<file path="src/rec_err_pkg.sv">
/*
 * Package for the recoverable error reporting block: register offsets,
 * status field positions, error code encodings and bus carrier structs.
 * Assumes a classic Wishbone slave with 32-bit data and byte addresses.
 */
package rec_err_pkg;

    // =====================================================================
    // Register offsets (byte addresses)
    localparam logic [7:0] OFF_STATUS_LO = 8'h00;
    localparam logic [7:0] OFF_STATUS_HI = 8'h04;
    localparam logic [7:0] OFF_MISC      = 8'h08;
    localparam logic [7:0] OFF_ADDR_LO   = 8'h0C;
    localparam logic [7:0] OFF_ADDR_HI   = 8'h10;
    localparam logic [7:0] OFF_GLOBAL    = 8'h14;
    localparam logic [7:0] OFF_CTRL      = 8'h18;
    localparam logic [7:0] OFF_IRQ_STAT  = 8'h1C;
    localparam logic [7:0] OFF_IRQ_MASK  = 8'h20;

    // =====================================================================
    // Bank status flag positions within the high status word (bits 63:32)
    localparam int BIT_VALID   = 31;
    localparam int BIT_OVER    = 30;
    localparam int BIT_UNCORR  = 29;
    localparam int BIT_ENABLED = 28;
    localparam int BIT_MISC_VALID_FLAG   = 27;
    localparam int BIT_ADDRESS_VALID_FLAG   = 26;
    localparam int BIT_PCC     = 25;
    localparam int BIT_SIG     = 24;
    localparam int BIT_AR      = 23;

    // Global status bit positions
    localparam int GBIT_RESTART = 0;
    localparam int GBIT_ERRPTR  = 1;
    localparam int GBIT_INPROG  = 2;
    localparam int GBIT_LOCAL   = 3;

    // Control bit positions
    localparam int CBIT_LOCAL_EN  = 0;
    localparam int CBIT_LOCAL_SUP = 1;
    localparam int CBIT_BANK_EN   = 2;

    // Interrupt status bit positions
    localparam int IBIT_LOGGED   = 0;
    localparam int IBIT_OVERFLOW = 1;

    // =====================================================================
    // Error code encodings
    localparam logic [8:0]  MC_PREFIX       = 9'h001;
    localparam logic [2:0]  MEM_SCRUB       = 3'h4;
    localparam logic [3:0]  CHANNEL_NONE    = 4'hF;
    localparam logic [15:0] CODE_WRITEBACK  = 16'h017A;
    localparam logic [15:0] CODE_DATA_LOAD  = 16'h0134;
    localparam logic [15:0] CODE_INST_FETCH = 16'h0150;

    // Misc register layout: lsb in 5:0, address mode in 8:6
    localparam logic [2:0] ADDR_MODE_PHYS = 3'h2;
    localparam int         MISC_LSB_LO    = 0;
    localparam int         MISC_MODE_LO   = 6;
    localparam logic [7:0] ADDR_HI_PAD    = 8'h00;

    localparam logic [31:0] ZERO32 = 32'h0000_0000;
    localparam logic [3:0]  CTRL_RESET = 4'h4;

    // =====================================================================
    // Error kinds reported by the detecting logic
    typedef enum logic [3:0] {
        KIND_SCRUB     = 4'b0001,
        KIND_WRITEBACK = 4'b0010,
        KIND_LOAD      = 4'b0100,
        KIND_FETCH     = 4'b1000
    } err_kind_t;

    // Error report from the detecting logic
    typedef struct packed {
        err_kind_t   kind;
        logic [3:0]  channel;
        logic [39:0] phys_addr;
        logic [5:0]  addr_lsb;
        logic        continuable;
        logic        affected;
    } err_report_t;

    // Wishbone request
    typedef struct packed {
        logic        cyc;
        logic        stb;
        logic        we;
        logic [3:0]  sel;
        logic [7:0]  adr;
        logic [31:0] dat;
    } wb_req_t;

endpackage

</file>
<file path="src/rec_err_report.sv">
/*
 * Recoverable error reporting bank: classifies four uncorrected recoverable
 * errors, logs code, flags, misc and address, sets restart and error pointer
 * flags in the global status and chooses broadcast or local delivery.
 * Assumes one clock, synchronous inputs and a classic Wishbone master.
 */
`timescale 1ns/1ns
`default_nettype none

// Summary of operation
// - Scrubbing error code: prefix 0000_0000_1, type 100, channel or generic
// - Writeback error code is 17A: eviction, generic, level 2
// - Data load error code is 134: data read, data, level 0
// - Instruction fetch error code is 150: fetch, instruction, level 0
// - Optional-recovery errors log flags with action-required clear
// - Required-recovery errors log the same flags with action-required set
// - Scrub and writeback errors fill address and misc registers
// - Load and fetch errors also fill address and misc registers
// - Misc holds physical address mode 010 and lowest valid address bit
// - Exception broadcasts unless local delivery is supported and enabled
// - Global status shows whether exception went only to this processor
// - A shared bank may show an error some processors never see
// - Optional-recovery errors give restart valid 1, error pointer 0
// - Affected processor: continuable gives 1,1; otherwise restart 0
// - Unaffected observers of required-recovery errors show restart 1, pointer 0
// - Channel 1111 means unspecified; 0000 to 1110 name a channel
module rec_err_report
    import rec_err_pkg::*;
(
    input  wire logic        ref_clk,     // 20 MHz clock
    input  wire logic        rst,         // Async reset, active high
    input  wire logic        clk_en,      // Freezes all state when low
    input  wire logic        err_valid,   // Error report strobe
    input  wire err_report_t err_in,      // Error report contents
    input  wire logic        wb_cyc_i,    // Wishbone cycle
    input  wire logic        wb_stb_i,    // Wishbone strobe
    input  wire logic        wb_we_i,     // Wishbone write enable
    input  wire logic [3:0]  wb_sel_i,    // Wishbone byte selects
    input  wire logic [7:0]  wb_adr_i,    // Wishbone byte address
    input  wire logic [31:0] wb_dat_i,    // Wishbone write data
    output logic [31:0]      wb_dat_o,    // Wishbone read data
    output logic             wb_ack_o,    // Wishbone acknowledge
    output logic             mce_bcast_q, // Exception to all processors
    output logic             mce_local_q, // Exception to this processor only
    output logic             irq_q        // Level interrupt
);

    // =====================================================================
    // Local state
    logic [31:0] status_lo_q;
    logic [31:0] status_hi_q;
    logic [31:0] misc_q;
    logic [39:0] addr_q;
    logic [3:0]  global_q;
    logic [3:0]  ctrl_q;
    logic [1:0]  irq_stat_q;
    logic [1:0]  irq_mask_q;
    wb_req_t     req;
    logic        wr_stb;
    logic        rd_stb;
    logic        log_evt;
    logic        ovf_evt;
    logic [15:0] code_d;
    logic        optional_err;
    logic        local_del;

    assign req    = '{cyc: wb_cyc_i, stb: wb_stb_i, we: wb_we_i, sel: wb_sel_i,
                      adr: wb_adr_i, dat: wb_dat_i};
    assign wr_stb = clk_en && req.cyc && req.stb && req.we && !wb_ack_o;
    assign rd_stb = clk_en && req.cyc && req.stb && !req.we && !wb_ack_o;

    // =====================================================================
    // Byte-lane merge of a write
    function automatic logic [31:0] merge(input logic [31:0] old,
                                          input logic [31:0] nw,
                                          input logic [3:0]  sel);
        logic [31:0] r;
        r = old;
        for (int i = 0; i < 4; i++) begin
            if (sel[i]) begin
                r[i*8 +: 8] = nw[i*8 +: 8];
            end
        end
        return r;
    endfunction

    // Compose the error code for a reported kind
    function automatic logic [15:0] compose(input err_kind_t k, input logic [3:0] ch);
        case (k)
            KIND_SCRUB:     compose = {MC_PREFIX, MEM_SCRUB, ch};
            KIND_WRITEBACK: compose = CODE_WRITEBACK;
            KIND_LOAD:      compose = CODE_DATA_LOAD;
            KIND_FETCH:     compose = CODE_INST_FETCH;
            default:        compose = CODE_WRITEBACK;
        endcase
    endfunction

    assign code_d       = compose(err_in.kind, err_in.channel);
    assign optional_err = (err_in.kind == KIND_SCRUB) || (err_in.kind == KIND_WRITEBACK);
    assign log_evt      = clk_en && err_valid && ctrl_q[CBIT_BANK_EN] && !status_hi_q[BIT_VALID];
    assign ovf_evt      = clk_en && err_valid && ctrl_q[CBIT_BANK_EN] && status_hi_q[BIT_VALID];
    assign local_del    = ctrl_q[CBIT_LOCAL_SUP] && ctrl_q[CBIT_LOCAL_EN];

    // =====================================================================
    // Bank status, misc and address logging
    always_ff @(posedge ref_clk or posedge rst) begin
        if (rst) begin
            status_lo_q <= ZERO32;
            status_hi_q <= ZERO32;
            misc_q      <= ZERO32;
            addr_q      <= '0;
        end else if (log_evt) begin
            status_lo_q              <= {16'h0000, code_d};
            status_hi_q              <= ZERO32;
            status_hi_q[BIT_VALID]   <= 1'b1;
            status_hi_q[BIT_UNCORR]  <= 1'b1;
            status_hi_q[BIT_ENABLED] <= 1'b1;
            status_hi_q[BIT_MISC_VALID_FLAG]   <= 1'b1;
            status_hi_q[BIT_ADDRESS_VALID_FLAG]   <= 1'b1;
            status_hi_q[BIT_SIG]     <= 1'b1;
            status_hi_q[BIT_AR]      <= !optional_err;
            misc_q                   <= ZERO32;
            misc_q[MISC_MODE_LO +: 3] <= ADDR_MODE_PHYS;
            misc_q[MISC_LSB_LO +: 6]  <= err_in.addr_lsb;
            addr_q                   <= err_in.phys_addr;
        end else if (ovf_evt) begin
            status_hi_q[BIT_OVER] <= 1'b1;
        end else if (wr_stb && req.adr == OFF_STATUS_HI) begin
            // Software clears the shared bank; other processors may never see it
            status_hi_q <= merge(status_hi_q, req.dat, req.sel);
        end
    end

    // =====================================================================
    // Global restart and error pointer flags, exception delivery
    always_ff @(posedge ref_clk or posedge rst) begin
        if (rst) begin
            global_q    <= 4'h0;
            mce_bcast_q <= 1'b0;
            mce_local_q <= 1'b0;
        end else if (clk_en) begin
            mce_bcast_q <= 1'b0;
            mce_local_q <= 1'b0;
            if (err_valid && ctrl_q[CBIT_BANK_EN]) begin
                global_q[GBIT_INPROG] <= 1'b1;
                global_q[GBIT_LOCAL]  <= local_del;
                mce_bcast_q           <= !local_del;
                mce_local_q           <= local_del;
                if (optional_err) begin
                    global_q[GBIT_RESTART] <= 1'b1;
                    global_q[GBIT_ERRPTR]  <= 1'b0;
                end else if (!err_in.affected) begin
                    global_q[GBIT_RESTART] <= 1'b1;
                    global_q[GBIT_ERRPTR]  <= 1'b0;
                end else begin
                    // Non-continuable keeps pointer set; resume needs a fix first
                    global_q[GBIT_RESTART] <= err_in.continuable;
                    global_q[GBIT_ERRPTR]  <= 1'b1;
                end
            end else if (wr_stb && req.adr == OFF_GLOBAL && req.sel[0]) begin
                global_q <= req.dat[3:0];
            end
        end
    end

    // =====================================================================
    // Control and interrupt registers
    always_ff @(posedge ref_clk or posedge rst) begin
        if (rst) begin
            ctrl_q     <= CTRL_RESET;
            irq_mask_q <= 2'h0;
        end else if (wr_stb && req.sel[0]) begin
            if (req.adr == OFF_CTRL) begin
                ctrl_q <= req.dat[3:0];
            end
            if (req.adr == OFF_IRQ_MASK) begin
                irq_mask_q <= req.dat[1:0];
            end
        end
    end

    // Sticky events; a new event wins over a write-one clear
    always_ff @(posedge ref_clk or posedge rst) begin
        if (rst) begin
            irq_stat_q <= 2'h0;
        end else if (clk_en) begin
            irq_stat_q <= (irq_stat_q & ~((wr_stb && req.adr == OFF_IRQ_STAT && req.sel[0])
                                          ? req.dat[1:0] : 2'h0))
                          | {ovf_evt, log_evt};
        end
    end

    always_ff @(posedge ref_clk or posedge rst) begin
        if (rst) begin
            irq_q <= 1'b0;
        end else if (clk_en) begin
            irq_q <= |(irq_stat_q & irq_mask_q);
        end
    end

    // =====================================================================
    // Wishbone answer: one wait state, unmapped addresses read zero
    always_ff @(posedge ref_clk or posedge rst) begin
        if (rst) begin
            wb_ack_o <= 1'b0;
            wb_dat_o <= ZERO32;
        end else if (clk_en) begin
            wb_ack_o <= req.cyc && req.stb && !wb_ack_o;
            if (rd_stb) begin
                case (req.adr)
                    OFF_STATUS_LO: wb_dat_o <= status_lo_q;
                    OFF_STATUS_HI: wb_dat_o <= status_hi_q;
                    OFF_MISC:      wb_dat_o <= misc_q;
                    OFF_ADDR_LO:   wb_dat_o <= addr_q[31:0];
                    OFF_ADDR_HI:   wb_dat_o <= {16'h0000, ADDR_HI_PAD, addr_q[39:32]};
                    OFF_GLOBAL:    wb_dat_o <= {28'h0000000, global_q};
                    OFF_CTRL:      wb_dat_o <= {28'h0000000, ctrl_q};
                    OFF_IRQ_STAT:  wb_dat_o <= {30'h00000000, irq_stat_q};
                    OFF_IRQ_MASK:  wb_dat_o <= {30'h00000000, irq_mask_q};
                    default:       wb_dat_o <= ZERO32;
                endcase
            end
        end
    end

endmodule

`default_nettype wire

</file>
<file path="config.mk">
export PLATFORM = sky130hd
export DESIGN_NAME = rec_err_report
export DESIGN_NICKNAME = d
export VERILOG_FILES = /design/src/rec_err_pkg.sv /design/src/rec_err_report.sv
export SDC_FILE = /design/constraint.sdc
export NUM_CORES = 1
export LEC_CHECK = 0
export ABC_AREA = 1
export ABC_CLOCK_PERIOD_IN_PS = 5200
export BUFFER_PORTS_ARGS = -buffer_cell sky130_fd_sc_hd__buf_2
export CELL_PAD_IN_SITES_DETAIL_PLACEMENT = 1
export CELL_PAD_IN_SITES_GLOBAL_PLACEMENT = 2
export CORE_AREA = 2 2 145 147
export CTS_CLUSTER_DIAMETER = 60
export DETAILED_ROUTE_END_ITERATION = 12
export DIE_AREA = 0 0 147 149
export GPL_TIMING_DRIVEN = 0
export MAX_ROUTING_LAYER = met4
export PLACE_DENSITY_LB_ADDON = 0.1
export SLEW_MARGIN = 20
export SYNTH_ARGS = -nofsm -noshare
export SYNTH_HDL_FRONTEND = slang
export SYNTH_SLANG_ARGS = --single-unit
</file>
<file path="constraint.sdc">
create_clock -name ref_clk -period 5.2 [get_ports ref_clk]
set_input_delay 0.52 -clock ref_clk [delete_from_list [all_inputs] [get_ports ref_clk]]
set_output_delay 0.52 -clock ref_clk [all_outputs]
set_load 0.05 [all_outputs]
</file>
==> results.md <==
* Status: completed
* Cell Area, Synth at 6220 µm²
* Layout area overhead at 27.3%
* Final total power at 2430 µW
* IO Port Bufs at 142
* Post-CTS Setup Bufs at 0
* ANT nets after route at 0
* Met1 Use GR at 0.264
* Sequential area share after synthesis at 0.543
* Die width at 147 µm
* I/O pins at 143
* Initial antenna violation count at 0
* Via count at 5578
* Total wire length at approximately 20000 µm
* Post-Layout Cell Count at 1237
* Worst setup EP type: flop
* Max Fclk at roughly 0.52 GHz
* Slew Limit Fails at 0
* First-pass DRT Iterations at 4
* Setup crit start kind: flop
* Die area at 21900 µm²
* Min Clock Period, post-route at 1.93 ns
* Vias in the first global route at 6027
* Unrepaired setup endpoints after global routing: no
* Synth top area cells: dfrtp_1, nand2_1, o21ai_0
* Most common cell on crit path: nand2_1
* Routed len/inst at 16.6 µm
* Yosys cell types at 33
* Number of synthesized flops with an enable pin at 0
* CTS tree: yes
* CP max stage delay at 0.55 ns
* Largest net degree at the start of global routing at 86
* Initial core utilization at 0.303
* Dpl ws at 3.06 ns
* Skew final at ~0.03 ns
* Met3 Track Usage GR at 0.0367
* Grt ovf at 0
* Worst path top cell family by delay: simple AND/OR/NAND/NOR gates
* Post-synth top cells: nand2_1, dfrtp_1, nor2_1
* CTS buffer count at 17
* Placer Congestion at a little over 0.8
* First DRT Iteration DRCs at 276
* Post-CTS Resized at 0
* Worst min-delay path category: primary input to async pin
* Worst-Skew Late Latency at roughly 0.43 ns
* Yosys warns at 0
* Crit path buffers/inverters at 2
* Hold-fix buffers at CTS at 0
* DR vias/cell at 4.51
* Synthesized Nets at 894
* Synthesized instance count at between 700 and 800
* Top-count cell post-synth: nand2_1
* GRT Total Usage at 0.201
* Fin nets at about 1100
* WP data required at 5.55 ns
* Die Height at 149 µm
* FFs w/ async S/R, synth at 1.00
* Utilization after layout at 0.385
* Ys flop type: dfrtp_1
* P_leak at 0.00447 µW
* Crit share post-route at 0.370
* Final setup fails at 0
* Flop and latch count out of synthesis at 135
* Critical path cell sequence: nand2_1 -> nor2_8 -> nand2_2 -> inv_2 -> buf_2 -> nand2_1 -> nand3_1
* Diode count at 0
* Share of layout cells above drive strength 1 at 0.235
* Final Hold Viols at 0
* Crit path kind: flop to flop
* Mean Syn Cell Area at between 7 and 8 µm²
* Multi-input logic area at about 2500 µm²
* Hpwl dp at ~16000 µm
* Inst Count DP at 1205
* Slew margin rel. at 0.567
* Clk pin slew, worst setup/hold paths at 0.06 ns
* Core area at 20600 µm²
* Yosys top cell area share at 0.539
* GRT busiest layer: met2
* Filler cells at 2568
* Clk root buf: clkbuf_16
* Max Buffers Root-to-Sink at 2
* Met2 usage in global routing at 0.326
* H-tree Lvls at 4
* Worst vdd ir at 0.000186 V
* Area leader, netlist: dfrtp_1
* # DRC at 0
* # rows at 53
* PwrDens at 306 nW/µm²
* Max-cap check violation count at 0
* Crit path max-delay cell type: dfstp_2
* Clk sinks at roughly 140
* First-pass GRT wire length at 32500 µm
* Reg area at 3380 µm²
* Worst EP arrival at 2.27 ns
* Final WS setup at 3.27 ns
* Slew @ Worst Pin at ~0.65 ns
* Maximum fanout along the worst path at 10
[per-stage QoR]
step / TNS (ns) / instance area, µm² / hold slack, ns
after CTS: 0 / 7920 / 0.0989
final: 0 / 7920 / 0.0829
after global routing: 0 / 7920 / 0.108
after global placement: -101.58 / 7280 / 0.455
after detailed placement: 0 / 7310 / 0.463
after floorplan: 0 / 6220 / 0.440
[cells in the final DEF, fill, tap and decap left out, types with 5 or more instances in the layout]
cell type and instances:
buf_6 5, inv_1 46, dfrtp_1 134, clkbuf_16 17, a21oi_1 14, nand2_1 351, nor2_1 57, clkbuf_1 9
nand4_1 5, o21ai_1 15, nand3_1 45, inv_2 9, o21ai_0 48, buf_2 155
[registers in the layout (all words and copies together), names as in the netlist]
register and flops:
status_hi_q 32, wb_dat_o 32, addr_q 40, ctrl_q 4
status_lo_q 8, misc_q 7, global_q 4, irq_mask_q 2
irq_stat_q 2, wb_ack_o 1, mce_bcast_q 1, irq_q 1
mce_local_q 1
[power by group]
group	leakage, µW	total [µW]	switching, µW	internal, µW
Combinational	0.00243	120	78.2	41.4
Sequential	0.00175	1060	2.63	1060
Clock	0.000289	1250	469	780
[metal layers]
metal	up-vias	share of wire
met5	-	0
met4	0	0.0037
met3	4	0.046
met2	119	0.48
met1	2671	0.47
li1	2784	-
[cells by family after synthesis]
group / after synthesis / share of synthesized area
AND/OR/NAND/NOR: 480 / 0.321
AO/OA/AOI/OAI: 87 / 0.0750
flip-flops: 135 / 0.543
buffers and inverters: 85 / 0.0605
[area by class of cell]
type	instances	share of cell area
Clock buffer	21	0.0581
Tap cell	275	0.0434
Inverter	60	0.0299
Sequential cell	135	0.427
Clock inverter	11	0.0188
Buffer	25	0.0186
Multi-Input combinational cell	567	0.311
Timing Repair Buffer	143	0.0932
[worst paths after layout]
path	startpoint	end	slack [ns]	depth (start not counted)
max	ctrl_q[2]	status_hi_q[23]	3.27	7
min	rst	wb_ack_o	0.08	2
max reg2reg	ctrl_q[2]	status_hi_q[23]	3.27	7
min reg2reg	wb_dat_o[14]	wb_dat_o[14]	0.48	2
max in group asynchronous	rst	wb_dat_o[25]	4.33	3
min in group ref_clk	err_in[2]	misc_q[0]	0.29	3
Power figures use the tool's default switching activity.
